File: config.mk
export PLATFORM = sky130hd
export DESIGN_NAME = dotd_top
export DESIGN_NICKNAME = d
export VERILOG_FILES = /design/src/rtl/dotd_pkg.sv /design/src/rtl/dotd_sync.sv /design/src/rtl/dotd_oneshot.sv /design/src/rtl/dotd_top.sv
export SDC_FILE = /design/constraint.sdc
export NUM_CORES = 1
export LEC_CHECK = 0
export CORE_UTILIZATION = 55
export DETAILED_ROUTE_END_ITERATION = 12
export DONT_BUFFER_PORTS = 1
export PLACE_DENSITY = 0.68
export REMOVE_ABC_BUFFERS = 1
export SLEW_MARGIN = 30
export SYNTH_ARGS = -nofsm -noshare
export SYNTH_HDL_FRONTEND = slang
export SYNTH_SLANG_ARGS = --single-unit
export TNS_END_PERCENT = 10
File: constraint.sdc
create_clock -name clk -period 2.5 [get_ports clk]
set_clock_uncertainty 0.15 [all_clocks]
set_input_delay 0.375 -clock clk [delete_from_list [all_inputs] [get_ports clk]]
set_output_delay 0.375 -clock clk [all_outputs]
set_load 0.02 [all_outputs]
File: src/rtl/dotd_pkg.sv
package dotd_pkg;
    // ==========================================
    // Register map
    // ==========================================
    localparam logic [3:0] ADDR_CTRL      = 4'h0;  // Latch controls and head number
    localparam logic [3:0] ADDR_STATUS    = 4'h1;  // Live block state
    localparam logic [3:0] ADDR_IRQ_STAT  = 4'h2;  // Sticky event bits
    localparam logic [3:0] ADDR_IRQ_MASK  = 4'h3;  // Event enables
    localparam logic [3:0] ADDR_SECTOR    = 4'h4;  // Saved sector register
    // ==========================================
    // Control field positions
    // ==========================================
    localparam int CTRL_DIAG1     = 0;   // Diagnostic-1 latch
    localparam int CTRL_SEL_LOCK  = 1;   // Select-lock latch
    localparam int CTRL_DEV_CHECK = 2;   // Device check
    localparam int CTRL_HEAD_LSB  = 8;   // Head number field low bit
    // ==========================================
    // Interrupt bit positions
    // ==========================================
    localparam int IRQ_REJECT     = 0;   // Command reject raised
    localparam int IRQ_SAVED      = 1;   // Sector register loaded
    localparam int IRQ_AM_WRITE   = 2;   // Address mark write started
    // ==========================================
    // Reset values and timing
    // ==========================================
    localparam logic [31:0] CTRL_RESET = 32'h0000_0000;
    localparam logic [2:0]  IRQ_RESET  = 3'h0;
    localparam logic [7:0]  SECTOR_RESET = 8'h00;
    localparam logic [7:0]  CLK_COUNT_LATE = 8'h32;  // Clock count 50
    localparam logic [7:0]  CLK_COUNT_LOAD = 8'h04;  // Clock count 4
    localparam int CLK_PERIOD_PS  = 8000;            // 125 MHz
    localparam int WF_BLOCK_NS    = 5000;            // 5.0 us fault blanking
    localparam int WF_BLOCK_CYC   = (WF_BLOCK_NS * 1000) / CLK_PERIOD_PS;
    localparam int WF_CNT_W       = 10;
endpackage

File: src/rtl/dotd_sync.sv
`timescale 1ns/1ps
// ==========================================
// Two-stage synchroniser, one per bit
// ==========================================
module dotd_sync #(
    parameter int W = 1
) (
    input  wire logic         clk,
    input  wire logic [W-1:0] din,
    output logic      [W-1:0] dout
);
    logic [W-1:0] meta;  // First stage, read only by second

    // Two flops per bit
    always_ff @(posedge clk) begin
        meta <= din;
        dout <= meta;
    end
endmodule

File: src/rtl/dotd_oneshot.sv
`timescale 1ns/1ps
// ==========================================
// Retriggerable fixed-length delay
// ==========================================
module dotd_oneshot (
    input  wire logic clk,
    input  wire logic sys_rst,
    input  wire logic fire,
    output logic      active
);
    localparam logic [dotd_pkg::WF_CNT_W-1:0] LEN =
        dotd_pkg::WF_CNT_W'(dotd_pkg::WF_BLOCK_CYC);
    logic [dotd_pkg::WF_CNT_W-1:0] count;  // Cycles left

    // Load on fire, count down to zero
    always_ff @(posedge clk) begin
        if (sys_rst) begin
            count <= '0;
        end else if (fire) begin
            count <= LEN;
        end else if (count != '0) begin
            count <= count - 1'b1;
        end
    end

    assign active = (count != '0);
endmodule

File: src/rtl/dotd_top.sv
`timescale 1ns/1ps
// How it works
// RULE1: Tag 10 drives diff and reverse inbound
// RULE2: Command valid needs select, not parity
// RULE3: Operate valid needs all six conditions
// RULE4: Controller holds outbound bits until done
// RULE5: Impossible operate raises command reject
// RULE6: Decode outbound bits 0-7 under operate
// RULE7: Head select uses head number register
// RULE8: Bits 0,3,5 write mark, controller-timed
// RULE9: Mark write fires write-fault blanking delay
// RULE10: Bit0 starts mark, bit5 enables write
// RULE11: Bit1 starts mark search during read
// RULE12: Controller reads until three silent bytes
// RULE13: Before count 50 save sector now
// RULE14: After count 50 save at count 4
module dotd_top (
    input  wire logic        clk,
    input  wire logic        sys_rst,
    // Register port
    input  wire logic [3:0]  reg_addr,
    input  wire logic [31:0] reg_wdata,
    input  wire logic        reg_wr,
    input  wire logic        reg_rd,
    output logic      [31:0] reg_rdata,
    output logic             irq,
    // Controller pins
    input  wire logic        unit_selected,
    input  wire logic        tag10,
    input  wire logic        tag11,
    input  wire logic [7:0]  outbound_bus_bit,
    output logic      [7:0]  inbound_bus_bit,
    output logic             command_reject,
    // Drive-side state
    input  wire logic        on_cylinder,
    input  wire logic        diff_512,
    input  wire logic        diff_256,
    input  wire logic        reverse_dir,
    input  wire logic        write_fault_raw,
    input  wire logic [7:0]  sector_counter,
    input  wire logic [7:0]  clock_count,
    // Decoded operation lines
    output logic             operate_valid,
    output logic             start_write_mark,
    output logic             mark_search,
    output logic             data_enable,
    output logic [7:0]       head_select,
    output logic             head_advance,
    output logic             write_enable,
    output logic             read_select,
    output logic             write_fault
);
    // ==========================================
    // Input synchronisers
    // ==========================================
    logic [7:0]  bob_s;       // Outbound bus, synced
    logic [7:0]  sec_cnt_s;   // Sector counter, synced
    logic [7:0]  clk_cnt_s;   // Clock count, synced
    logic [7:0]  misc_s;      // Loose pins, synced
    logic        sel_s;       // Unit selected
    logic        t10_s;       // Tag 10
    logic        t11_s;       // Tag 11
    logic        oncyl_s;     // On cylinder
    logic        d512_s;      // Difference 512
    logic        d256_s;      // Difference 256
    logic        rev_s;       // Reverse direction
    logic        wf_s;        // Raw write fault

    // Every pin input passes two flops
    dotd_sync #(.W(8)) u_sync_bob (
        .clk  (clk),
        .din  (outbound_bus_bit),
        .dout (bob_s)
    );
    dotd_sync #(.W(8)) u_sync_sec (
        .clk  (clk),
        .din  (sector_counter),
        .dout (sec_cnt_s)
    );
    dotd_sync #(.W(8)) u_sync_clk (
        .clk  (clk),
        .din  (clock_count),
        .dout (clk_cnt_s)
    );
    dotd_sync #(.W(8)) u_sync_misc (
        .clk  (clk),
        .din  ({unit_selected, tag10, tag11, on_cylinder,
                diff_512, diff_256, reverse_dir, write_fault_raw}),
        .dout (misc_s)
    );
    assign {sel_s, t10_s, t11_s, oncyl_s, d512_s, d256_s, rev_s, wf_s} = misc_s;

    // ==========================================
    // Software registers
    // ==========================================
    logic [31:0] ctrl;        // Latches and head number
    logic [2:0]  irq_stat;    // Sticky events
    logic [2:0]  irq_mask;    // Event enables
    logic [7:0]  sector_reg;  // Saved sector
    logic [2:0]  irq_evt;     // Event pulses this cycle
    logic [2:0]  head_num;    // Head number register

    assign head_num = ctrl[dotd_pkg::CTRL_HEAD_LSB +: 3];

    // Control register write
    always_ff @(posedge clk) begin
        if (sys_rst) begin
            ctrl <= dotd_pkg::CTRL_RESET;
        end else if (reg_wr && reg_addr == dotd_pkg::ADDR_CTRL) begin
            ctrl <= reg_wdata;
        end
    end

    // Mask register write
    always_ff @(posedge clk) begin
        if (sys_rst) begin
            irq_mask <= dotd_pkg::IRQ_RESET;
        end else if (reg_wr && reg_addr == dotd_pkg::ADDR_IRQ_MASK) begin
            irq_mask <= reg_wdata[2:0];
        end
    end

    // Sticky status: set wins over write-one-to-clear
    always_ff @(posedge clk) begin
        if (sys_rst) begin
            irq_stat <= dotd_pkg::IRQ_RESET;
        end else if (reg_wr && reg_addr == dotd_pkg::ADDR_IRQ_STAT) begin
            irq_stat <= (irq_stat & ~reg_wdata[2:0]) | irq_evt;
        end else begin
            irq_stat <= irq_stat | irq_evt;
        end
    end

    assign irq = |(irq_stat & irq_mask);

    // ==========================================
    // Command validation
    // ==========================================
    logic cmd_valid;   // Tag 11 with unit selected
    logic op_valid;    // Full operate qualification
    logic op_reject;   // Tag 11 that cannot run

    // Selection alone qualifies, parity ignored
    assign cmd_valid = t11_s && sel_s;  // [RULE2]
    // All six conditions together
    assign op_valid = !ctrl[dotd_pkg::CTRL_DEV_CHECK] && !ctrl[dotd_pkg::CTRL_DIAG1]
                   && !ctrl[dotd_pkg::CTRL_SEL_LOCK] && oncyl_s
                   && cmd_valid && t11_s;  // [RULE3]
    // Selected tag 11 that fails qualification
    assign op_reject = cmd_valid && !op_valid;

    // Registered decode outputs
    always_ff @(posedge clk) begin
        if (sys_rst) begin
            operate_valid  <= 1'b0;
            command_reject <= 1'b0;
        end else begin
            operate_valid  <= op_valid;
            command_reject <= op_reject;  // [RULE5]
        end
    end

    // ==========================================
    // Tag 10 status onto inbound bus
    // ==========================================
    // Gated regardless of operate qualification
    always_ff @(posedge clk) begin
        if (sys_rst) begin
            inbound_bus_bit <= 8'h00;
        end else if (t10_s) begin
            inbound_bus_bit <= {3'h0, rev_s, 2'h0, d256_s, d512_s};  // [RULE1]
        end else begin
            inbound_bus_bit <= 8'h00;
        end
    end

    // ==========================================
    // Outbound bit decode
    // ==========================================
    // Lines follow the held bus bits while valid
    always_ff @(posedge clk) begin
        if (sys_rst) begin
            start_write_mark <= 1'b0;
            mark_search      <= 1'b0;
            data_enable      <= 1'b0;
            head_select      <= 8'h00;
            head_advance     <= 1'b0;
            write_enable     <= 1'b0;
            read_select      <= 1'b0;
        end else begin
            // Controller keeps bits until done [RULE4]
            start_write_mark <= op_valid && bob_s[0];       // [RULE6] [RULE10]
            mark_search      <= op_valid && bob_s[1];       // [RULE6] [RULE11]
            data_enable      <= op_valid && bob_s[2];       // [RULE6]
            head_select      <= (op_valid && bob_s[3]) ? (8'h01 << head_num)
                                                       : 8'h00;  // [RULE7]
            head_advance     <= op_valid && bob_s[4];       // [RULE6]
            write_enable     <= op_valid && bob_s[5];       // [RULE6] [RULE10]
            read_select      <= op_valid && bob_s[6];       // [RULE6]
        end
    end

    // ==========================================
    // Address mark write and fault blanking
    // ==========================================
    logic am_write;     // Bits 0, 3 and 5 together
    logic am_write_d;   // Previous cycle
    logic am_start;     // Rising edge of mark write
    logic wf_block;     // Blanking delay running

    // Length is the controller's hold time [RULE8]
    assign am_write = op_valid && bob_s[0] && bob_s[3] && bob_s[5];  // [RULE8]
    assign am_start = am_write && !am_write_d;

    // Edge history
    always_ff @(posedge clk) begin
        if (sys_rst) begin
            am_write_d <= 1'b0;
        end else begin
            am_write_d <= am_write;
        end
    end

    // Delay fired at start of the mark write
    dotd_oneshot u_wf_block (
        .clk     (clk),
        .sys_rst (sys_rst),
        .fire    (am_start),  // [RULE9]
        .active  (wf_block)
    );

    // Fault suppressed while blanking runs
    always_ff @(posedge clk) begin
        if (sys_rst) begin
            write_fault <= 1'b0;
        end else begin
            write_fault <= wf_s && !wf_block && !am_start;  // [RULE9]
        end
    end

    // ==========================================
    // Save sector
    // ==========================================
    logic save_req;      // Bit 7 under operate
    logic save_req_d;    // Previous cycle
    logic save_pending;  // Waiting for count 4
    logic save_now;      // Load this cycle

    assign save_req = op_valid && bob_s[7];
    assign save_now = (save_req && !save_req_d && clk_cnt_s < dotd_pkg::CLK_COUNT_LATE)
                   || (save_pending && clk_cnt_s == dotd_pkg::CLK_COUNT_LOAD);

    // Deferred load tracking
    always_ff @(posedge clk) begin
        if (sys_rst) begin
            save_req_d   <= 1'b0;
            save_pending <= 1'b0;
        end else begin
            save_req_d <= save_req;
            if (save_req && !save_req_d && clk_cnt_s >= dotd_pkg::CLK_COUNT_LATE) begin
                save_pending <= 1'b1;  // [RULE14]
            end else if (save_pending && clk_cnt_s == dotd_pkg::CLK_COUNT_LOAD) begin
                save_pending <= 1'b0;  // [RULE14]
            end
        end
    end

    // Sector register load
    always_ff @(posedge clk) begin
        if (sys_rst) begin
            sector_reg <= dotd_pkg::SECTOR_RESET;
        end else if (save_now) begin
            sector_reg <= sec_cnt_s;  // [RULE13] [RULE14]
        end
    end

    // Event pulses into status
    assign irq_evt = {am_start, save_now, op_reject && !command_reject};

    // ==========================================
    // Register read port
    // ==========================================
    // Data one cycle after the strobe
    always_ff @(posedge clk) begin
        if (sys_rst) begin
            reg_rdata <= 32'h0000_0000;
        end else if (!reg_rd) begin
            reg_rdata <= 32'h0000_0000;
        end else if (reg_addr == dotd_pkg::ADDR_CTRL) begin
            reg_rdata <= ctrl;
        end else if (reg_addr == dotd_pkg::ADDR_STATUS) begin
            reg_rdata <= {24'h0, save_pending, wf_block, mark_search,
                          write_enable, read_select, command_reject,
                          operate_valid, cmd_valid};
        end else if (reg_addr == dotd_pkg::ADDR_IRQ_STAT) begin
            reg_rdata <= {29'h0, irq_stat};
        end else if (reg_addr == dotd_pkg::ADDR_IRQ_MASK) begin
            reg_rdata <= {29'h0, irq_mask};
        end else if (reg_addr == dotd_pkg::ADDR_SECTOR) begin
            reg_rdata <= {24'h0, sector_reg};
        end else begin
            reg_rdata <= 32'h0000_0000;
        end
    end
endmodule

==> out/qor_table.md <==
| Group | Metric | This run |
| --- | --- | --- |
| timing | Max frequency | 0.474 GHz |
| floorplan | Starting utilization of the core area | 57.5% |
| synth | Ranking of synthesized cells by area | sky130_fd_sc_hd__dfxtp_1 (65%), sky130_fd_sc_hd__nand2_1 (6.4%), sky130_fd_sc_hd__a21oi_1 (4.7%) |
| cells and area | Non-filler instance count after layout | 739 |
| synth | Most used standard cell by instance count after synthesis | sky130_fd_sc_hd__dfxtp_1 |
| timing | Final critical delay including setup and external delays | 2.11 ns |
| routing | Avg WL per Cell | 15.5 um |
| floorplan | IO Count | 130 |
| timing | Worst-margin pin slew | 0.660 ns |
| floorplan | Overall die width | 101 um |
| setup path | Worst Setup Start Kind | register |
| clock network | CTS tree | built |
| global routing | Largest net degree at the start of global routing | 48 |
| cells and area | Nets | 670 |
| synth | Area share of the largest cell type after synthesis | 65.3% |
| cells and area | Area delta synth->final | 27.1% |
| global routing | Antenna violations before repair | 0 |
| placed design | Routability-driven placement congestion ratio | 0.846 |
| global routing | Global router's overall resource usage | 24.1% |
| setup path | Crit Path Class | register to register |
| routing | Drt initial violations | 206 |
| routing | Wire length on met3 | 919 um |
| routing | Highest layer used for signal routing | met4 |
| outcome | Run status | finished clean |
| timing | Slew headroom | 56.0% |
| synth | Warning count from the yosys run | 0 |
| timing | Final worst path period share | 84.5% |
| setup path | Cell family contributing the most delay on the critical path | simple AND/OR/NAND/NOR gates |
| routing | Total wirelength of the detailed-routed design | 11400 um |
| setup path | Worst path bufs/invs | 1 |
| global routing | Total congestion overflow after global routing | 0 |
| pwr | Peak supply drop | 0.625 mV |
| clock network | Number of buffers added for setup after CTS | 0 |
| timing | Number of hold violations in the final report | 0 |
| clock network | H-tree level count | 4 |
| setup path | Required arrival time at the worst endpoint | 2.81 ns |
| routing | DRC violation count after routing | 0 |
| setup path | Critical-path cell with the highest stage delay | sky130_fd_sc_hd__nor4_4 |
| placed design | Placed wire-length estimate | 6940 um |
| setup path | Crit path capture type | register |
| timing | Number of max-slew violations in the final report | 0 |
| routing | Via/cell ratio | 5.17 |
| clock network | Later-pin clock latency in the skew report | 0.53 ns |
| pwr | Power Dens Cells | 920 mW/mm2 |
| worst hold path | Path type of the worst min-delay path | input port to register |
| routing | Wire length the detailed router placed on met1 | 4490 um |
| job | Count of maximum capacitance violations | 0 |
| synth | Total standard cell area after synthesis | 0.00537 mm2 |
| clock network | CTS sink cnt | 175 |
| placed design | Number of input and output port buffers inserted | 0 |
| floorplan | Number of standard-cell rows in the floorplan | 35 |
| global routing | Via count of the first global-routing pass | 3680 |
| global routing | Global-route wire length before repair | 18200 um |
| synth | Ranking of synthesized cells by instance count | sky130_fd_sc_hd__dfxtp_1 (175), sky130_fd_sc_hd__nand2_1 (91), sky130_fd_sc_hd__a21oi_1 (50) |
| synth | Ys flop type | sky130_fd_sc_hd__dfxtp_1 |
| clock network | Clock-pin transition on the worst setup and hold timing paths | 0.07 ns |
| setup path | Maximum fanout encountered on the critical timing path | 9 |
| cells and area | ANT cells | 0 |
| clock network | Clock buffer count from CTS | 17 |
| floorplan | Area of the die | 0.0102 mm2 |
| synth | Portion of the post-synthesis area used by sequential elements | 65.3% |
| floorplan | Core Footprint | 0.00933 mm2 |
| routing | Via count | 3822 |
| clock network | Clock Tree Root | sky130_fd_sc_hd__clkbuf_8 |
| routing | Detail Route met2 WL | 5910 um |
| setup path | Longest individual stage delay on the worst path | 0.52 ns |
| pwr | Static power due to leakage | 2.67 nW |
| timing | RSZ-0062 raised after global routing | no |
| cells and area | Number of inserted filler cells in the final layout | 660 |
| clock network | Maximum clock path buffer count | 2 |
| floorplan | Chip height | 101 um |
| cells and area | Final Instance Area | 0.00682 mm2 |
| synth | Number of instances in the synthesized netlist | 518 |
| synth | Mean instance size in the synthesized netlist | 10.4 um2 |
| synth | Cell type contributing the most total cell area after synthesis | sky130_fd_sc_hd__dfxtp_1 |
| cells and area | Layout cell share with drive strength beyond 1 | 8.52% |
| cells and area | Top Registers | ctrl: 32 flops, reg_rdata: 32 flops, u_wf_block.count: 10 flops |
| routing | Antenna-violating nets left | 0 |
| timing | Final TNS setup | 0 ns |
| synth | Count of cell types in the netlist | 49 |
| synth | Post-synth EDFFs | 0 |
| timing | Number of failing setup endpoints in the final timing report | 0 |
| synth | Share of flip-flops with an asynchronous set or reset after synthesis | 0% |
| setup path | Cell-by-cell listing of the critical path | inv_1, ha_1, or3b_1, nor4_4, o21ai_0, a21oi_2 |
| setup path | Arrival time of the worst setup path | 2.42 ns |
| placed design | Cell Count Post-Placement | 634 |
| placed design | Instance area after placement | 0.00548 mm2 |
| synth | Flip-flop and latch count after synthesis | 175 |
| routing | Iteration count of the initial detailed-routing pass | 5 |
-- logic make-up after synthesis --
| group | count (synthesis) | share of synthesized area, % |
|---|---|---|
| multiplexers | 12 | 2.24 |
| flip-flops | 175 | 65.3 |
| AO/OA/AOI/OAI | 79 | 8.35 |
| XOR/XNOR | 1 | 0.163 |
| AND/OR/NAND/NOR | 209 | 20.2 |
| buffers and inverters | 40 | 3.45 |
| adder cells (fa/ha/maj) | 1 | 0.233 |
| other | 1 | 0.0699 |
-- per-layer routing --
metal | vias up | GRT usage (%)
met3 | 14 | 8.11
li1 | 1869 | -
met4 | 0 | 8.58
met1 | 1787 | 27.1
met2 | 152 | 42.4
met5 | - | 0
-- cell usage in the layout (no fill, tap or decap), types with 5 or more instances in the layout --
cell,Yosys,layout
sky130_fd_sc_hd__mux2i_1,12,12
sky130_fd_sc_hd__nand2_1,91,91
sky130_fd_sc_hd__nor2b_1,7,7
sky130_fd_sc_hd__a21oi_1,50,50
sky130_fd_sc_hd__and2_1,35,35
sky130_fd_sc_hd__nand3b_1,11,11
sky130_fd_sc_hd__nand2b_1,7,7
sky130_fd_sc_hd__o21ai_0,9,9
sky130_fd_sc_hd__clkbuf_16,0,16
sky130_fd_sc_hd__conb_1,1,5
sky130_fd_sc_hd__dlygate4sd3_1,0,72
sky130_fd_sc_hd__clkinv_8,0,6
sky130_fd_sc_hd__or3_1,6,6
sky130_fd_sc_hd__inv_1,12,12
sky130_fd_sc_hd__nor3_1,8,8
sky130_fd_sc_hd__buf_4,8,10
sky130_fd_sc_hd__nor2_1,20,20
sky130_fd_sc_hd__dfxtp_1,175,175
-- worst paths after layout --
| path | start | endpoint | slack [ns] | cells after the start |
|---|---|---|---|---|
| worst max-delay path | u_wf_block.count[0]$_SDFFE_PP0P_ | u_wf_block.count[7]$_SDFFE_PP0P_ | 0.39 | 6 |
| worst min register to register | u_sync_sec.meta[7]$_DFF_P_ | u_sync_sec.dout[7]$_DFF_P_ | 0.18 | 0 |
| worst max register to register | u_wf_block.count[0]$_SDFFE_PP0P_ | u_wf_block.count[7]$_SDFFE_PP0P_ | 0.39 | 6 |
| worst min-delay path | sys_rst | ctrl[27]$_SDFFE_PP0P_ | 0.03 | 2 |
-- final cells by class --
cell class	instances	area, um2	area share, %
Sequential cell	175	3500	51.4
Multi-Input combinational cell	307	1690	24.8
Timing Repair Buffer	83	816	12.0
Clock buffer	17	414	6.07
Clock inverter	15	185	2.72
Tap cell	129	161	2.37
Inverter	13	48.8	0.715
-- worst reg2reg max path: stages, from the launching register on --
cell	delay, ns
sky130_fd_sc_hd__dfxtp_1	0.31
sky130_fd_sc_hd__inv_1	0.09
sky130_fd_sc_hd__ha_1	0.18
sky130_fd_sc_hd__or3b_1	0.44
sky130_fd_sc_hd__nor4_4	0.52
sky130_fd_sc_hd__o21ai_0	0.22
sky130_fd_sc_hd__a21oi_2	0.15
-- power breakdown --
group	switching (mW)	total (mW)	internal (mW)
Sequential	0.111	3.04	2.93
Clock	1.23	2.54	1.31
Combinational	0.360	0.699	0.339
Total	1.70	6.28	4.57
-- timing repair --
item / 4_1_cts / 5_1_grt
hold endpoints to repair: 89 / 0
gates resized for setup: 0 / 0
hold buffers: 73 / 0
-- metrics by stage --
stage	hold WS, ns	setup WS, ns	utilization [%]	power (mW)
3_5_place_dp	0.162	0.422	58.8	3.68
3_3_place_gp	0.160	0.467	58.7	3.65
6_report	0.0261	0.388	73.1	6.28
5_1_grt	0.00778	0.270	73.1	6.53
4_1_cts	0.00342	0.409	73.1	6.31
2_1_floorplan	0.160	0.499	-	3.55
Power figures use the tool's default switching activity.
